File: src/hdl/oss_pkg.sv
// constants and types of the oscillator source select block
// Summary of operation
// - at reset the clock source is chosen from group and primary mode fields
// - fast rc runs the device whenever the current group is 001
// - group 111 with mode 00101/00110/00111 gives fast rc pll x4/x8/x16
// - a 10-bit counter waits 1024 oscillator periods before clock release
// - start-up count reruns on power-on, brown-out and wake from sleep
// - start-up delay only for crystal modes, not external, rc or internal
// - secondary crystal runs, even in sleep, while keep-on bit is 1
// - secondary clocks the device only with group 000 and keep-on 1
// - going back to the primary crystal reruns the start-up delay
// - pll gain x4, x8 or x16 is chosen by the primary mode code
// - pll lock follows the loop live and reads in the control register
// - 6-bit trim moves the fast rc in 0.4 percent steps
// - trim is two's complement, 011111 is +12.6, 100000 is -13.0 percent
// - slow rc clocks power-up timer, watchdog, monitor; may be system clock
// - slow rc is always on at power-on to time the power-up delay
// - after power-up slow rc stays on for monitor, watchdog or selection
// - second pin is gpio, clock out or crystal pin by the mode code
// - first oscillator pin never becomes general purpose io
// - at reset both current and requested group load from the config
package oss_pkg;
    // ==========================================================
    // groups and primary modes
    localparam logic [2:0] GRP_SEC  = 3'h0;
    localparam logic [2:0] GRP_FRC  = 3'h1;
    localparam logic [2:0] GRP_SLOW_INTERNAL_RC = 3'h2;
    localparam logic [2:0] GRP_PRI  = 3'h3;
    localparam logic [2:0] GRP_PLL  = 3'h7;
    localparam logic [4:0] MODE_XTL   = 5'h00;
    localparam logic [4:0] MODE_HS    = 5'h02;
    localparam logic [4:0] MODE_XT    = 5'h04;
    localparam logic [4:0] MODE_FRCP  = 5'h04;
    localparam logic [4:0] MODE_EXTERNAL_RC_IO_MODE = 5'h08;
    localparam logic [4:0] MODE_ERC   = 5'h09;
    localparam logic [4:0] MODE_EC    = 5'h0b;
    localparam logic [4:0] MODE_EXTERNAL_CLOCK_IO_MODE  = 5'h0c;
    localparam logic [4:0] MODE_HS2   = 5'h10;
    localparam logic [4:0] MODE_HS3   = 5'h14;
    localparam logic [1:0] GAIN_X4  = 2'h1;
    localparam logic [1:0] GAIN_X8  = 2'h2;
    localparam logic [1:0] GAIN_X16 = 2'h3;
    localparam logic [4:0] MULT_X4  = 5'h04;
    localparam logic [4:0] MULT_X8  = 5'h08;
    localparam logic [4:0] MULT_X16 = 5'h10;
    // ==========================================================
    // register map, fields and reset values
    localparam logic [3:0] CTRL_OFS   = 4'h0;
    localparam logic [3:0] TRIM_OFS   = 4'h4;
    localparam int         CUR_LSB    = 12;
    localparam int         REQ_LSB    = 8;
    localparam int         LOCK_BIT   = 5;
    localparam int         KEEP_BIT   = 1;
    localparam int         SWITCH_BIT = 0;
    localparam logic [5:0] TRIM_RST   = 6'h00;
    localparam logic       KEEP_RST   = 1'b0;
    // ==========================================================
    // start-up timer
    localparam int         OST_W    = 10;
    localparam logic [9:0] OST_LAST = 10'h3ff;
    typedef enum logic [1:0] {
        OST_COUNT = 2'b01,
        OST_DONE  = 2'b10
    } oss_ost_t;
    typedef struct packed {
        logic ext;
        logic pll;
        logic sec;
        logic fast_internal_rc;
        logic slow_internal_rc;
    } oss_src_t;
    typedef struct packed {
        logic osc_out_pin_gpio;
        logic osc_out_pin_clkout;
        logic osc_out_pin_xtal;
        logic osc_in_pin_gpio;
    } oss_pins_t;
endpackage

File: src/hdl/oss_top.sv
// oscillator source select with start-up timer and register slave
//
// The Avalon-MM slave port and the placing of the registers were decided locally.
`timescale 1ns/1ps
module oss_top
    import oss_pkg::*;
(
    input  wire logic        ref_clk_in,
    input  wire logic        rst_in,
    input  wire logic [2:0]  clock_group_cfg_in,
    input  wire logic [4:0]  primary_mode_cfg_in,
    input  wire logic        osc_tick_in,
    input  wire logic        pll_lock_in,
    input  wire logic        wake_in,
    input  wire logic        power_up_timer_expired_in,
    input  wire logic        wdt_en_in,
    input  wire logic        fail_safe_en_in,
    input  wire logic [3:0]  avs_address_in,
    input  wire logic        avs_read_in,
    input  wire logic        avs_write_in,
    input  wire logic [31:0] avs_writedata_in,
    input  wire logic [3:0]  avs_byteenable_in,
    output logic [31:0]      avs_readdata_out,
    output logic             avs_waitrequest_out,
    output oss_src_t         src_sel_out,
    output logic             osc_clk_release_out,
    output logic [4:0]       pll_mult_out,
    output logic             pll_from_fast_rc_out,
    output logic             secondary_osc_en_out,
    output logic             slow_rc_en_out,
    output logic [5:0]       fast_rc_trim_out,
    output logic [7:0]       fast_rc_offset_out,
    output oss_pins_t        pin_func_out,
    output logic [2:0]       current_group_out
);
    // ==========================================================
    // state
    logic            cfg_loaded;
    logic [2:0]      current_group;
    logic [2:0]      requested_group;
    logic            secondary_osc_keep_on;
    logic [5:0]      fast_rc_trim;
    logic [4:0]      primary_mode;
    oss_ost_t        ost_st;
    logic [OST_W-1:0] ost_cnt;
    logic            tick_s1;
    logic            tick_s2;
    logic            tick_s3;
    logic            lock_s1;
    logic            lock_s2;
    logic            tick_edge;
    logic            xtal_now;
    logic            xtal_next;
    logic            ost_restart;
    logic            sw_acc;
    logic            wr_acc;
    logic [2:0]      next_req;
    logic [2:0]      next_cur;
    logic [31:0]     rd_mux;

    // ==========================================================
    // crystal modes that need the start-up timer
    function automatic logic is_xtal(input logic [2:0] g,
                                     input logic [4:0] m);
        logic pri;
        pri = (g == GRP_PRI) || (g == GRP_PLL);
        if (g == GRP_SEC) begin
            is_xtal = 1'b1;
        end else if (!pri) begin
            is_xtal = 1'b0;
        end else begin
            is_xtal = (m == MODE_XTL) || (m == MODE_HS) ||
                      (m == MODE_XT) ||
                      (m[4:2] == MODE_HS2[4:2] && m[1:0] != 2'h0) ||
                      (m[4:2] == MODE_HS3[4:2] && m[1:0] != 2'h0);
        end
    endfunction

    // ==========================================================
    // synchronisers for the oscillator and lock pins
    always_ff @(posedge ref_clk_in or posedge rst_in) begin
        if (rst_in) begin
            tick_s1 <= 1'b0;
            tick_s2 <= 1'b0;
            tick_s3 <= 1'b0;
            lock_s1 <= 1'b0;
            lock_s2 <= 1'b0;
        end else begin
            tick_s1 <= osc_tick_in;
            tick_s2 <= tick_s1;
            tick_s3 <= tick_s2;
            lock_s1 <= pll_lock_in;
            lock_s2 <= lock_s1;
        end
    end
    assign tick_edge = tick_s2 & ~tick_s3;

    // ==========================================================
    // register bus: one wait cycle, then a one-cycle answer
    assign wr_acc = avs_write_in & ~avs_waitrequest_out;
    assign sw_acc = wr_acc && avs_address_in == CTRL_OFS &&
                    avs_byteenable_in[0] && avs_writedata_in[SWITCH_BIT];

    always_comb begin
        next_req = requested_group;
        if (wr_acc && avs_address_in == CTRL_OFS && avs_byteenable_in[1]) begin
            next_req = avs_writedata_in[REQ_LSB +: 3];
        end
        next_cur = sw_acc ? next_req : current_group;
    end

    always_comb begin
        rd_mux = 32'h0000_0000;
        unique case (avs_address_in)
            CTRL_OFS: begin
                rd_mux[CUR_LSB +: 3] = current_group;
                rd_mux[REQ_LSB +: 3] = requested_group;
                rd_mux[LOCK_BIT]     = lock_s2;
                rd_mux[KEEP_BIT]     = secondary_osc_keep_on;
            end
            TRIM_OFS: begin
                rd_mux[5:0] = fast_rc_trim;
            end
            default: begin
                rd_mux = 32'h0000_0000;
            end
        endcase
    end

    always_ff @(posedge ref_clk_in or posedge rst_in) begin
        if (rst_in) begin
            avs_waitrequest_out <= 1'b1;
            avs_readdata_out    <= 32'h0000_0000;
        end else begin
            avs_waitrequest_out <= ~((avs_read_in | avs_write_in) &
                                     avs_waitrequest_out);
            if (avs_read_in && avs_waitrequest_out) begin
                avs_readdata_out <= rd_mux;
            end
        end
    end

    // ==========================================================
    // group selection: config straps caught at the first edge
    always_ff @(posedge ref_clk_in or posedge rst_in) begin
        if (rst_in) begin
            cfg_loaded      <= 1'b0;
            current_group   <= GRP_FRC;
            requested_group <= GRP_FRC;
            primary_mode    <= MODE_XTL;
        end else if (!cfg_loaded) begin
            cfg_loaded      <= 1'b1;
            current_group   <= clock_group_cfg_in;
            requested_group <= clock_group_cfg_in;
            primary_mode    <= primary_mode_cfg_in;
        end else begin
            current_group   <= next_cur;
            requested_group <= next_req;
        end
    end

    always_ff @(posedge ref_clk_in or posedge rst_in) begin
        if (rst_in) begin
            secondary_osc_keep_on <= KEEP_RST;
            fast_rc_trim          <= TRIM_RST;
        end else if (wr_acc && avs_byteenable_in[0]) begin
            if (avs_address_in == CTRL_OFS) begin
                secondary_osc_keep_on <= avs_writedata_in[KEEP_BIT];
            end
            if (avs_address_in == TRIM_OFS) begin
                fast_rc_trim <= avs_writedata_in[5:0];
            end
        end
    end

    // ==========================================================
    // start-up timer
    // restart on config load, on wake, and on a switch only when the newly selected source is a crystal
    assign xtal_now    = is_xtal(current_group, primary_mode);
    assign xtal_next   = is_xtal(next_req, primary_mode);
    assign ost_restart = !cfg_loaded || wake_in ||
                         (sw_acc && xtal_next);

    always_ff @(posedge ref_clk_in or posedge rst_in) begin
        if (rst_in) begin
            ost_st  <= OST_COUNT;
            ost_cnt <= '0;
        end else if (ost_restart) begin
            ost_st  <= OST_COUNT;
            ost_cnt <= '0;
        end else begin
            unique case (ost_st)
                OST_COUNT: begin
                    if (tick_edge) begin
                        ost_cnt <= ost_cnt + 1'b1;
                        if (ost_cnt == OST_LAST) begin
                            ost_st <= OST_DONE;
                        end
                    end
                end
                OST_DONE: begin
                    ost_st <= OST_DONE;
                end
            endcase
        end
    end

    // ==========================================================
    // clock release and source select
    always_ff @(posedge ref_clk_in or posedge rst_in) begin
        if (rst_in) begin
            osc_clk_release_out <= 1'b0;
            src_sel_out         <= '0;
            current_group_out   <= GRP_FRC;
        end else begin
            osc_clk_release_out <= cfg_loaded && !ost_restart &&
                                   (!xtal_now || ost_st == OST_DONE) &&
                                   (current_group != GRP_SEC ||
                                    secondary_osc_keep_on);
            src_sel_out.ext  <= current_group == GRP_PRI;
            src_sel_out.pll  <= current_group == GRP_PLL;
            src_sel_out.sec  <= current_group == GRP_SEC &&
                                secondary_osc_keep_on;
            src_sel_out.fast_internal_rc  <= current_group == GRP_FRC;
            src_sel_out.slow_internal_rc <= current_group == GRP_SLOW_INTERNAL_RC;
            current_group_out <= current_group;
        end
    end

    // ==========================================================
    // pll gain, secondary enable, slow rc enable
    always_ff @(posedge ref_clk_in or posedge rst_in) begin
        if (rst_in) begin
            pll_mult_out         <= MULT_X4;
            pll_from_fast_rc_out <= 1'b0;
        end else begin
            unique case (primary_mode[1:0])
                GAIN_X8:  pll_mult_out <= MULT_X8;
                GAIN_X16: pll_mult_out <= MULT_X16;
                default:  pll_mult_out <= MULT_X4;
            endcase
            pll_from_fast_rc_out <= current_group == GRP_PLL &&
                                    primary_mode[4:2] == MODE_FRCP[4:2] &&
                                    primary_mode[1:0] != 2'h0;
        end
    end

    // the keep-on bit alone drives the enable, so sleep does not stop it
    always_ff @(posedge ref_clk_in or posedge rst_in) begin
        if (rst_in) begin
            secondary_osc_en_out <= KEEP_RST;
        end else begin
            secondary_osc_en_out <= secondary_osc_keep_on;
        end
    end

    always_ff @(posedge ref_clk_in or posedge rst_in) begin
        if (rst_in) begin
            slow_rc_en_out <= 1'b1;
        end else begin
            slow_rc_en_out <= !power_up_timer_expired_in || fail_safe_en_in ||
                              wdt_en_in ||
                              current_group == GRP_SLOW_INTERNAL_RC;
        end
    end

    // ==========================================================
    // trim encoding and pin functions
    // offset in 0.2 percent units, two per trim step; the two end codes
    // carry an extra half step so the range reaches +12.6 and -13.0
    always_ff @(posedge ref_clk_in or posedge rst_in) begin
        if (rst_in) begin
            fast_rc_trim_out   <= TRIM_RST;
            fast_rc_offset_out <= 8'h00;
        end else begin
            fast_rc_trim_out   <= fast_rc_trim;
            unique case (fast_rc_trim)
                6'h1f:   fast_rc_offset_out <= 8'h3f;
                6'h20:   fast_rc_offset_out <= 8'hbf;
                default: fast_rc_offset_out <= {fast_rc_trim[5],
                                                fast_rc_trim, 1'b0};
            endcase
        end
    end

    always_ff @(posedge ref_clk_in or posedge rst_in) begin
        if (rst_in) begin
            pin_func_out <= '0;
        end else begin
            pin_func_out.osc_out_pin_gpio <= primary_mode == MODE_EXTERNAL_CLOCK_IO_MODE ||
                primary_mode == MODE_EXTERNAL_RC_IO_MODE ||
                (primary_mode[4:2] == MODE_EXTERNAL_CLOCK_IO_MODE[4:2] &&
                 primary_mode[1:0] != 2'h0) ||
                (primary_mode[4:2] == MODE_FRCP[4:2] &&
                 primary_mode[1:0] != 2'h0);
            pin_func_out.osc_out_pin_clkout <= primary_mode == MODE_EC ||
                                        primary_mode == MODE_ERC;
            pin_func_out.osc_out_pin_xtal <= is_xtal(GRP_PRI, primary_mode);
            pin_func_out.osc_in_pin_gpio <= 1'b0;
        end
    end
endmodule

File: config.mk
export PLATFORM = sky130hd
export DESIGN_NAME = oss_top
export DESIGN_NICKNAME = d
export VERILOG_FILES = /design/src/hdl/oss_pkg.sv /design/src/hdl/oss_top.sv
export SDC_FILE = /design/constraint.sdc
export NUM_CORES = 1
export LEC_CHECK = 0
export BUFFER_PORTS_ARGS = -buffer_cell sky130_fd_sc_hd__buf_2
export CORE_MARGIN = 2
export CORE_UTILIZATION = 45
export CTS_BUF_LIST = sky130_fd_sc_hd__clkbuf_2
export DETAILED_ROUTE_END_ITERATION = 16
export PLACE_DENSITY = 0.75
export SETUP_SLACK_MARGIN = 0.05
export SLEW_MARGIN = 25
export SYNTH_ARGS = -nofsm -noshare
export SYNTH_HDL_FRONTEND = slang
export SYNTH_SLANG_ARGS = --single-unit
File: constraint.sdc
create_clock -name ref_clk_in -period 3.2 [get_ports ref_clk_in]
set_input_delay 0.32 -clock ref_clk_in [delete_from_list [all_inputs] [get_ports ref_clk_in]]
set_output_delay 0.32 -clock ref_clk_in [all_outputs]
set_load 0.005 [all_outputs]
### Word level (Yosys, flattened, before mapping)

Index checks and enable logic that the tools add are counted.

* add/subtract/negate cells: 1
* multiply operators: 0
* div/mod/pow operators: 0
* magnitude comparators: 0
* equality and inequality tests: 27
* shift operators: 0
* mux-type cells: 23
* bitwise gates (word level): 7
* reduce and logical (&&, ||, !) cells: 50

Operators by type and width (count)
* $mux 10: 3
* $mux 3: 7
* $eq 5x4->1 const B: 4
* $logic_and 1x1->1: 17
* $logic_or 1x1->1: 17
* $pmux 8 s2: 1
* $eq 3x2->1 const B: 4
* $eq 3x3->1 const B: 4
* $add 10x1->10 const B: 1
* $eq 10x10->1 const B: 1
* $pmux 5 s2: 1
* $reduce_and 2->1: 4
* $eq 2x2->1 const B: 3
* $eq 3x1->1 const B: 2
* $eq 6x5->1 const B: 1
* $eq 6x6->1 const B: 1
* $logic_not 3->1: 2
* $mux 2: 3
* $ne 3x3->1 const B: 2
* $reduce_bool 2->1: 3
* $eq 5x2->1 const B: 1
* $eq 5x3->1 const B: 1
* $logic_not 5->1: 1
* $mux 1: 5
* 11 further kinds: 19

* flip-flop bits (word level): 83
* bits in latches: 0
* memory bits (writable): 0
* memory bits (read-only): 0
* bits of input ports: 58
* memories kept: 0

### Depth between registers and ports, before layout

* depth after elaboration: 15
* gate-level depth with buffers: 7
* mapped depth without buffers: 6

### Worst setup path after synthesis

No wires, ideal clock.

* path type: in2reg
* start point: input port avs_address_in[1]
* end point: register fast_rc_trim[0]
* data arrival time: 1713 ps
* data required time: 3075 ps
* setup slack: 1362 ps
* stages on the path: 4
* path through: nor4b_1 > and3_1 > buf_2 > mux2_2

* cells in the longest elaborated chain, start to end: 2

Ends and longest elaborated chain
* from (decl): line oss_top.sv:18 `input wire logic [3:0] avs_address_in,`
* $eq 4x3->1: line oss_top.sv:170 `if (avs_address_in == TRIM_OFS) begin`
* $reduce_and 2->1 (no line)
* to (signal assigned): line oss_top.sv:171 `fast_rc_trim <= avs_writedata_in[5:0];`
* to (decl): line oss_top.sv:42 `logic [5:0] fast_rc_trim;`

No other way between the ends.
A chain may end at the register's enable or synchronous reset.

### Final worst setup path

* start point: register current_group[0]
* end point: register slow_rc_en_out

* cells in the longest elaborated chain, start to end: 2

Ends and longest elaborated chain
* from (decl): line oss_top.sv:39 `logic [2:0] current_group;`
* from (signal assigned): line oss_top.sv:153 `current_group <= clock_group_cfg_in;`
* from (signal assigned): line oss_top.sv:157 `current_group <= next_cur;`
* $eq 3x2->1: line oss_top.sv:263 `current_group == GRP_SLOW_INTERNAL_RC;`
* $logic_or 1x1->1: line oss_top.sv:262 `wdt_en_in ||`
* to (signal assigned): line oss_top.sv:261 `slow_rc_en_out <= !power_up_timer_expired_in || fail_safe_en_in ||`
* to (decl): line oss_top.sv:30 `output logic slow_rc_en_out,`

No other way between the ends.

==> summary.txt <==
GRT
  – GRT Total Usage: 17.1%
  – Largest net degree at the start of global routing: 35
  – Initial antenna violation count: 0
  – Number of global-route vias before repair: 2,181
  – First-pass GRT wire length: 10,200 microns
  – GRT Residual Overflow: 0

Critical path
  – RR Startpoint: current_group[0]
  – CP arrival: 2.50 ns
  – Crit path capture type: register
  – Reg2reg end: slow_rc_en_out
  – Crit start category: register
  – Kind of critical path: register to register
  – Cells on worst reg2reg path: 3
  – R2R setup slack: 1.19 ns
  – Worst-path maximum fanout: 9
  – Critical Path RT: 3.70 ns

Min path
  – Min-Delay Path Depth: 3
  – Critical hold path startpoint: avs_writedata_in[10]
  – Hold Path Sink: requested_group[2]
  – HP Class: primary input to register

Die
  – Die ar.: 0.00801 sq mm
  – Core ar.: 0.00718 sq mm
  – I/O pin total: 126
  – Starting density of the core: 45.8%
  – Row cnt: 31
  – Die W: 89.5 microns
  – Die H: 89.5 microns

Pwr
  – Sw Ratio: 29.8%
  – Pleak: 1.96 nW
  – Max VDD drop: 0.195 mV
  – Internal power: 0.00139 W
  – NetSw: 0.000590 W
  – Comb power frac: 14.1%
  – Clk network pwr share: 25.2%
  – Pwr dens: 493 mW/mm^2
  – Sequential Power Share: 60.7%

Yosys
  – Seq cells post-synth: 81
  – Post-Syn Instances: 279
  – Syn avg cell area: 11.8 sq um
  – Synth Cell Area: 0.00329 sq mm
  – Post-synth cell types: 44
  – Ys Warns: 0
  – Sequential-to-total area share from yosys stat: 61.9%

STA
  – Final Slew Violations: 0
  – Fmax: 498 MHz
  – Slew HR: 51.2%
  – Final hold slack: 0.151 ns
  – Worst clock skew: 0.0250 ns
  – Final hold vios: 0
  – Slew @ Worst Pin: 0.722 ns
  – Fin crit period: 2.01 ns
  – Fin crit share: 62.8%
  – Setup violators final: 0
  – TNS Setup: 0 ns
  – RSZ-0062 raised after global routing: no

Job
  – Maxcap violations: 0

Routing
  – Routed vias: 2,323
  – Final routed DRC violation total: 0
  – ANT nets after route: 0
  – DRT Pass-1 Iters: 4
  – Final wirelength: 6510 microns
  – Via density: 4.77
  – Wirelength per Cell: 13.4 microns
  – Initial DRC count: 117

Finish
  – Core Util, Final: 56.1%
  – Area grow syn2layout: 22.4%
  – Share of cells above drive strength 1: 32.5%
  – Antenna Cells: 0
  – Finished Cell Area: 0.00403 sq mm
  – Fin nets: 442
  – Most common library cell in the layout ignoring fill and taps: buf_2
  – Commonest cells after routing, fill and taps aside: buf_2 (77), dfrtp_1 (74), nand2_1 (33)

Placed design
  – Placer Congestion: 0.789
  – DP Area: 0.00371 sq mm
  – IO Port Bufs: 77
  – Post-DP HPWL: 4570 microns

CTS
  – CTS Buf Count: 9
  – Max clock buf depth: 2
  – Clock Latency Late Sink: 0.53 ns
  – CTS H-tree lvls: 3
  – Clock Tree Root: clkbuf_2
  – Clk sinks: 81
  – Worst-path clk slew: 0.24 ns
  – CTS tree: done

Outcome
  – Status: completed
cell usage after synthesis, drive strengths merged:
cell	n	area [sq um]
and4	3	26.3
mux2i	3	30.0
o31ai	1	7.51
nand4	3	18.8
inv	4	15.0
or4b	1	10.0
nand2	33	124
conb	2	7.51
dfrtp	74	1850
a21o	1	7.51
mux2	14	158
and2	2	12.5
o21ai	20	100
or2	3	18.8
buf	25	185
and3b	1	8.76
dfstp	7	184
a21oi	6	30.0
or3b	1	8.76
or4	2	18.8
nor3b	3	22.5
xnor2	5	43.8
nor2	12	52.6
clkbuf	6	22.5
nor4bb	2	20.0
ha	1	12.5
nand3b	1	7.51
o21a	1	7.51
o21bai	3	22.5
nor2b	2	12.5
and3	5	31.3
a41o	1	10.0
a211o	1	8.76
nor3	12	60.1
a22oi	2	15.0
nor4	2	12.5
a2111oi	1	8.76
nand2b	4	25.0
nand3	2	10.0
nor4b	3	26.3
xor2	4	35.0
logic make-up (layout without fill, tap and decap cells):
logic type	after synthesis	in the layout	synth area share (%)
other cells	2	24	0.228
compound gates	37	37	6.62
xor+xnor	9	9	2.40
fa+ha+maj	1	1	0.380
buf+inv	35	122	6.77
flops	81	81	61.9
mux	17	17	5.71
simple gates	97	97	16.0
power by group through the flow:
stage	Combinational [W]	Clock [W]	Sequential (W)
final	0.000280	0.000500	0.00120
after CTS	0.000282	0.000512	0.00120
after global routing	0.000318	0.000563	0.00122
after floorplan	0.000147	0	0.00122
after detailed placement	0.000261	0	0.00122
after global placement	0.000254	0	0.00122
layout make-up:
class / instances / area (sq um)
clock buffer: 9 / 45.0
clock inverter: 7 / 61.3
fill: 607 / 3150
inverter: 4 / 16.3
multi-input combinational: 185 / 1120
sequential: 81 / 2040
tap: 99 / 124
timing repair buffer: 102 / 626
flip-flops by register name, summed over array words and instances, names as in the netlist, 2 cells and up:
register / flops
pin_func_out: 3
current_group_out: 3
avs_readdata_out: 12
primary_mode: 5
current_group: 3
fast_rc_trim_out: 6
ost_st: 2
fast_rc_offset_out: 8
ost_cnt: 10
requested_group: 3
pll_mult_out: 3
fast_rc_trim: 6
src_sel_out: 5
stage by stage:
step	power, W	setup WS [ns]	instances
final	0.00198	1.19	487
after global routing	0.00210	1.10	487
after CTS	0.00200	1.18	487
after detailed placement	0.00148	0.985	450
after global placement	0.00147	1.04	450
after floorplan	0.00136	0.811	301
how the worst max path moves through the flow:
stage / from / end / slack [ns] / cells past startpoint
after CTS: current_group[0] / slow_rc_en_out / 1.18 / 3
after detailed placement: avs_address_in[1] / ost_st[0] / 0.98 / 6
after global routing: ost_st[0] / ost_cnt[9] / 1.10 / 5
after global placement: avs_address_in[1] / ost_st[0] / 1.04 / 6
final: current_group[0] / slow_rc_en_out / 1.19 / 3
after floorplan: rst_in / avs_readdata_out[0] / 0.81 / 1
worst max-delay path, cell delays in order (launching register included):
cell           delay (ns)
dfstp_2              0.69
nor3b_1              0.09
or4b_2               0.62
dlygate4sd3_1        0.58
layer usage:
metal	GRT usage [%]	up-vias	routed length, microns
met1	22.2	1102	2840
met3	5.72	11	419
met5	0	-	0
li1	-	1130	-
met2	26.3	80	3130
met4	7.06	0	123
what timing repair did:
action | 4_1_cts | 5_1_grt
hold buffers | 21 | 0
resized for setup | 0 | 0
endpoints found under the hold margin | 40 | 0
buffers inserted | 0 | 0
No activity file was read; power rests on OpenSTA's default activity.
